### config.mk
export PLATFORM = sky130hd
export DESIGN_NAME = ipr_priority_reg
export DESIGN_NICKNAME = d
export VERILOG_FILES = /design/src/inc/ipr_pkg.sv /design/src/rtl/ipr_field_decode.sv /design/src/rtl/ipr_priority_reg.sv
export VERILOG_INCLUDE_DIRS = /design/src /design/src/inc
export SDC_FILE = /design/constraint.sdc
export NUM_CORES = 1
export LEC_CHECK = 0
export ABC_AREA = 1
export BUFFER_PORTS_ARGS = -buffer_cell sky130_fd_sc_hd__buf_2
export CORE_ASPECT_RATIO = 0.6
export CORE_MARGIN = 2
export CORE_UTILIZATION = 45
export CTS_CLUSTER_DIAMETER = 100
export CTS_CLUSTER_SIZE = 40
export DETAILED_ROUTE_END_ITERATION = 6
export GPL_ROUTABILITY_DRIVEN = 0
export PLACE_DENSITY = 0.78
export SKIP_LAST_GASP = 1
export SLEW_MARGIN = 15
export SYNTH_ARGS = -nofsm -noshare
export SYNTH_HDL_FRONTEND = slang
export SYNTH_HIERARCHICAL = 1
export SYNTH_SLANG_ARGS = --single-unit
### constraint.sdc
create_clock -name core_clk -period 1.1 [get_ports core_clk]
set_input_delay 0.11 -clock core_clk [delete_from_list [all_inputs] [get_ports core_clk]]
set_output_delay 0.11 -clock core_clk [all_outputs]
set_load 0.01 [all_outputs]
### src/inc/ipr_cfg.svh
// constants for the priority control register four block
`ifndef IPR_CFG_SVH
`define IPR_CFG_SVH
`define IPR_ADDR_W          4
`define IPR_DATA_W          16
`define IPR_OFS_PRIO_FOUR   4'h0
`define IPR_OFS_PRIO_STATUS 4'h1
`define IPR_FLD_W           3
`define IPR_CN_LSB          12
`define IPR_CM_LSB          8
`define IPR_MI2C_LSB        4
`define IPR_SI2C_LSB        0
`define IPR_FLD_RESET       3'h4
`define IPR_NUM_SRC         4
`endif

### src/inc/ipr_pkg.sv
// types for the priority control register four block
package ipr_pkg;
    typedef logic [2:0] ipr_prio_t;
    typedef enum logic [1:0] {
        IPR_SRC_SI2C,
        IPR_SRC_MI2C,
        IPR_SRC_CM,
        IPR_SRC_CN
    } ipr_src_t;
endpackage

### src/rtl/ipr_field_decode.sv
// decode of one 3-bit priority field
`timescale 1ns/1ps
`default_nettype none
module ipr_field_decode
    import ipr_pkg::*;
(
    input  wire ipr_prio_t prioField,
    output logic           srcEnabled,
    output logic           isHighest
);
    // zero disables the source, seven is top
    assign srcEnabled = (prioField != 3'h0);
    assign isHighest  = (prioField == 3'h7);
endmodule
`default_nettype wire

### src/rtl/ipr_priority_reg.sv
// priority control register four with decoded source priorities
`include "ipr_cfg.svh"
`timescale 1ns/1ps
`default_nettype none
module ipr_priority_reg
    import ipr_pkg::*;
(
    input  wire logic                   core_clk,
    input  wire logic                   resetn,
    input  wire logic [`IPR_ADDR_W-1:0] regAddr,
    input  wire logic [`IPR_DATA_W-1:0] regWdata,
    input  wire logic                   regWrite,
    input  wire logic                   regRead,
    output logic      [`IPR_DATA_W-1:0] regRdata,
    output ipr_prio_t                   changeNotifyPriority,
    output ipr_prio_t                   comparatorPriority,
    output ipr_prio_t                   i2cMasterEventPriority,
    output ipr_prio_t                   i2cSlaveEventPriority,
    output logic      [`IPR_NUM_SRC-1:0] srcEnabled
);
    // ==========================================
    // priority fields
    ipr_prio_t cnPrio_q, cnPrio_d;
    ipr_prio_t cmPrio_q, cmPrio_d;
    ipr_prio_t miPrio_q, miPrio_d;
    ipr_prio_t siPrio_q, siPrio_d;
    logic      wrFour;

    assign wrFour = regWrite && (regAddr == `IPR_OFS_PRIO_FOUR);

    always_comb begin
        cnPrio_d = cnPrio_q;
        cmPrio_d = cmPrio_q;
        miPrio_d = miPrio_q;
        siPrio_d = siPrio_q;
        if (wrFour) begin
            cnPrio_d = regWdata[`IPR_CN_LSB +: `IPR_FLD_W];
            cmPrio_d = regWdata[`IPR_CM_LSB +: `IPR_FLD_W];
            miPrio_d = regWdata[`IPR_MI2C_LSB +: `IPR_FLD_W];
            siPrio_d = regWdata[`IPR_SI2C_LSB +: `IPR_FLD_W];
        end
    end

    always_ff @(posedge core_clk or negedge resetn) begin
        if (!resetn) begin
            cnPrio_q <= `IPR_FLD_RESET;
            cmPrio_q <= `IPR_FLD_RESET;
            miPrio_q <= `IPR_FLD_RESET;
            siPrio_q <= `IPR_FLD_RESET;
        end else begin
            cnPrio_q <= cnPrio_d;
            cmPrio_q <= cmPrio_d;
            miPrio_q <= miPrio_d;
            siPrio_q <= siPrio_d;
        end
    end

    assign changeNotifyPriority   = cnPrio_q;
    assign comparatorPriority     = cmPrio_q;
    assign i2cMasterEventPriority = miPrio_q;
    assign i2cSlaveEventPriority  = siPrio_q;

    // ==========================================
    // per-source decode
    ipr_prio_t fieldArr [`IPR_NUM_SRC];
    logic [`IPR_NUM_SRC-1:0] isTop;
    assign fieldArr[IPR_SRC_SI2C] = siPrio_q;
    assign fieldArr[IPR_SRC_MI2C] = miPrio_q;
    assign fieldArr[IPR_SRC_CM]   = cmPrio_q;
    assign fieldArr[IPR_SRC_CN]   = cnPrio_q;

    for (genvar i = 0; i < `IPR_NUM_SRC; i++) begin : g_dec
        ipr_field_decode u_dec (
            .prioField  (fieldArr[i]),
            .srcEnabled (srcEnabled[i]),
            .isHighest  (isTop[i])
        );
    end

    // ==========================================
    // read path, data one cycle after strobe
    logic [`IPR_DATA_W-1:0] rdata_q, rdata_d;
    logic [`IPR_DATA_W-1:0] regImage;

    always_comb begin
        regImage = '0;
        regImage[`IPR_CN_LSB +: `IPR_FLD_W]   = cnPrio_q;
        regImage[`IPR_CM_LSB +: `IPR_FLD_W]   = cmPrio_q;
        regImage[`IPR_MI2C_LSB +: `IPR_FLD_W] = miPrio_q;
        regImage[`IPR_SI2C_LSB +: `IPR_FLD_W] = siPrio_q;
        rdata_d = '0;
        if (regRead) begin
            if (regAddr == `IPR_OFS_PRIO_FOUR) begin
                rdata_d = regImage;
            end else if (regAddr == `IPR_OFS_PRIO_STATUS) begin
                // low nibble enabled, next nibble top priority
                rdata_d = {8'h00, isTop, srcEnabled};
            end
        end
    end

    always_ff @(posedge core_clk or negedge resetn) begin
        if (!resetn) begin
            rdata_q <= '0;
        end else begin
            rdata_q <= rdata_d;
        end
    end

    assign regRdata = rdata_q;
endmodule
`default_nettype wire

==> flow_summary.json <==
{
  "violations": "setup timing",
  "ys_seq_area_frac": 0.557,
  "setup_violations": 9,
  "hold_viol": 0,
  "yosys.area.top_type": "dfrtp_1",
  "num_vias": 1174,
  "rsz0062_at_grt": "true",
  "synthDistinctLibCells": 15,
  "core_area_um2": 2490,
  "antenna_found_initial": 0,
  "routed_wirelength_um": 3020,
  "max_stage_delay_ps": 560,
  "grt_first_pass_wirelength_um": 4930,
  "worstReg2RegEnd": "regRdata[3]$_DFF_PN0_",
  "fmax_mhz": 852,
  "die_width_um": 70.0,
  "insertion_delay_ps": 270,
  "outcome": "finished with violations",
  "synth_ff_type": "dfrtp_1",
  "yosys_register_bits": 26,
  "ff2ff_path_depth": 6,
  "slew_viol_final": 0,
  "dpl_worst_slack_ps": 124,
  "multiInputGateArea_um2": 439,
  "timing.rr.start": "changeNotifyPriority[2]$_DFFE_PN1P_",
  "numCtsBuffers": 3,
  "crit_slowest_cell": "dfstp_2",
  "worst_pin_slew_ps": 573,
  "track_usage": 0.209,
  "drc_errors": 0,
  "max_cap_viol_count": 0,
  "synthesis.area_um2": 1180,
  "critical_path_buf_inv_count": 2,
  "cp-start-kind": "register",
  "seq_area_um2": 656,
  "io_pins": 56,
  "root_buffer": "clkbuf_8",
  "synth_most_common_cell": "nand2_1",
  "antenna_cells": 0,
  "fin_crit_ps": 1170,
  "cts.sinks": 26,
  "worstPathRequired_ps": 990,
  "combPwrFrac": 0.374,
  "hpwl_um": 1930,
  "maxSlewHeadroom": 0.618,
  "synthTopCellsByCount": "38 x nand2_1, 24 x nand4_1, 22 x dfrtp_1",
  "synth_edf_count": 0,
  "worst_slack_ps": -73.3,
  "netlist.area_leader.share": 0.468,
  "hold_end": "changeNotifyPriority[2]$_DFFE_PN1P_",
  "clkTransAtPathRegs_ps": 90,
  "die_area_um2": 3050,
  "syn_to_final_growth_pct": 51.3,
  "synthArstFlopShare": 1.00,
  "fin_tns_setup_ps": -371,
  "grt_max_degree": 27,
  "initial_core_util": 0.473,
  "fin_skew_ps": 3.13,
  "die_h_um": 43.6,
  "num-fill-cells": 194,
  "cp_cell_sequence": "inv_2, nand2_2, buf_6",
  "peakVddDrop_uv": 723,
  "worstSetupPathType": "register to output pin",
  "cts_tree": "done",
  "clockBufferDepth": 2,
  "p_leak_nw": 1.00,
  "worstPathArrival_ps": 1060,
  "drtPass1Iterations": 4,
  "intPower_mw": 1.96,
  "ys_warn_count": 6,
  "grt_pass1_vias": 1098,
  "power_frac_seq": 0.406,
  "netlist_instances": 133,
  "crit_family": "flip-flops",
  "h-tree-depth": 1,
  "switchingPower_mw": 0.867,
  "io_buffers": 49,
  "p_per_area_nw_per_um2": 1590,
  "crit_path_end_kind": "output pin",
  "hold-worst-slack_ps": 48.6,
  "viasPerCell": 4.91,
  "regToRegSetupSlack_ps": -10,
  "holdCritStartpoint": "regWdata[14]",
  "cp_max_fo": 2,
  "rows": 14,
  "wl_per_cell_um": 12.6,
  "avgSynthCellArea_um2": 8.85,
  "overflow": 0,
  "p_total_mw": 2.83,
  "ant_nets": 0,
  "power.clock.fraction": 0.221,
  "synthTopCellsByArea": "dfrtp_1 47%, nand4_1 13%, nand2_1 12%",
  "nets": 232,
  "dr.first_iter.drc_count": 84,
  "sw_frac_of_total": 0.307,
  "drive_above_1_share": 0.498,
  "whs_path_depth": 3,
  "period_share": 1.07,
  "min_path_type": "primary input to register"
}
cell usage in the layout (no fill, tap or decap):
cell,n
dlygate4sd3_1,1
nor2_4,1
buf_4,22
dfrtp_1,22
nand4_1,24
clkbuf_8,4
nor2_2,6
nand3_2,3
inv_1,8
dfstp_2,4
nand2_1,34
buf_6,13
nand2_2,4
nor2_1,12
buf_2,41
inv_2,4
conb_1,2
buf_12,1
nand3_1,1
worst min-delay path, cell delays in order:
cell and delay (ps):
buf_2 100, nand4_1 70, nand2_1 50
cell type report:
type,instances,share of cell area
Clock buffer,4,0.0309
Tap cell,32,0.0225
Inverter,12,0.0253
Timing Repair Buffer,78,0.307
Multi-Input combinational cell,87,0.246
Sequential cell,26,0.368
what timing repair did:
action,in CTS,in global routing
gates resized for setup,19,4
endpoints found under the setup margin,4,13
buffers inserted,19,5
pin swaps,4,5
hold endpoints to repair,22,0
hold buffers,1,0
power groups by stage:
stage                     combinational [mW]  sequential, mW  clock [mW]
after floorplan                        0.250            1.23           0
after global placement                 0.527            1.20           0
after detailed placement               0.540            1.21           0
after CTS                              0.967            1.14       0.627
after global routing                    1.14            1.16       0.671
final                                   1.06            1.15       0.624
worst max-delay path by stage:
stage                                          startpoint                      to  depth (start not counted)
floorplan            i2cSlaveEventPriority[2]$_DFFE_PN1P_   regRdata[0]$_DFF_PN0_                          4
global placement                               regAddr[1]   regRdata[8]$_DFF_PN0_                          5
detailed placement                             regAddr[1]  regRdata[13]$_DFF_PN0_                          5
global route          changeNotifyPriority[2]$_DFFE_PN1P_           srcEnabled[3]                          3
finish                changeNotifyPriority[2]$_DFFE_PN1P_           srcEnabled[3]                          3
CTS                 i2cMasterEventPriority[2]$_DFFE_PN1P_           srcEnabled[1]                          3
logic make-up after synthesis:
kind of cell,count (synthesis),share of synthesized area
buffers and inverters,21,0.0882
DFF,26,0.557
other,1,0.00319
and+or+nand+nor,85,0.352
sequential cells by signal (all words and copies together), names as in the netlist:
name / count
regRdata: 14
changeNotifyPriority: 3
comparatorPriority: 3
i2cMasterEventPriority: 3
i2cSlaveEventPriority: 3
through the flow:
step                 util  area [µm²]  instances
finish              0.716        1780        239
global route        0.716        1780        239
CTS                 0.695        1730        234
detailed placement  0.583        1450        210
global placement    0.583        1450        210
floorplan               -        1180        134
per-layer routing:
metal | track usage | part of all wire | wire length, µm | vias up
met5 | 0 | 0 | 0 | -
met4 | 0.0462 | 0 | 0 | 0
met3 | 0.0767 | 0.089 | 267 | 0
met2 | 0.339 | 0.47 | 1430 | 57
met1 | 0.276 | 0.44 | 1320 | 541
li1 | - | - | - | 576
(Power assumes the default switching activity.)
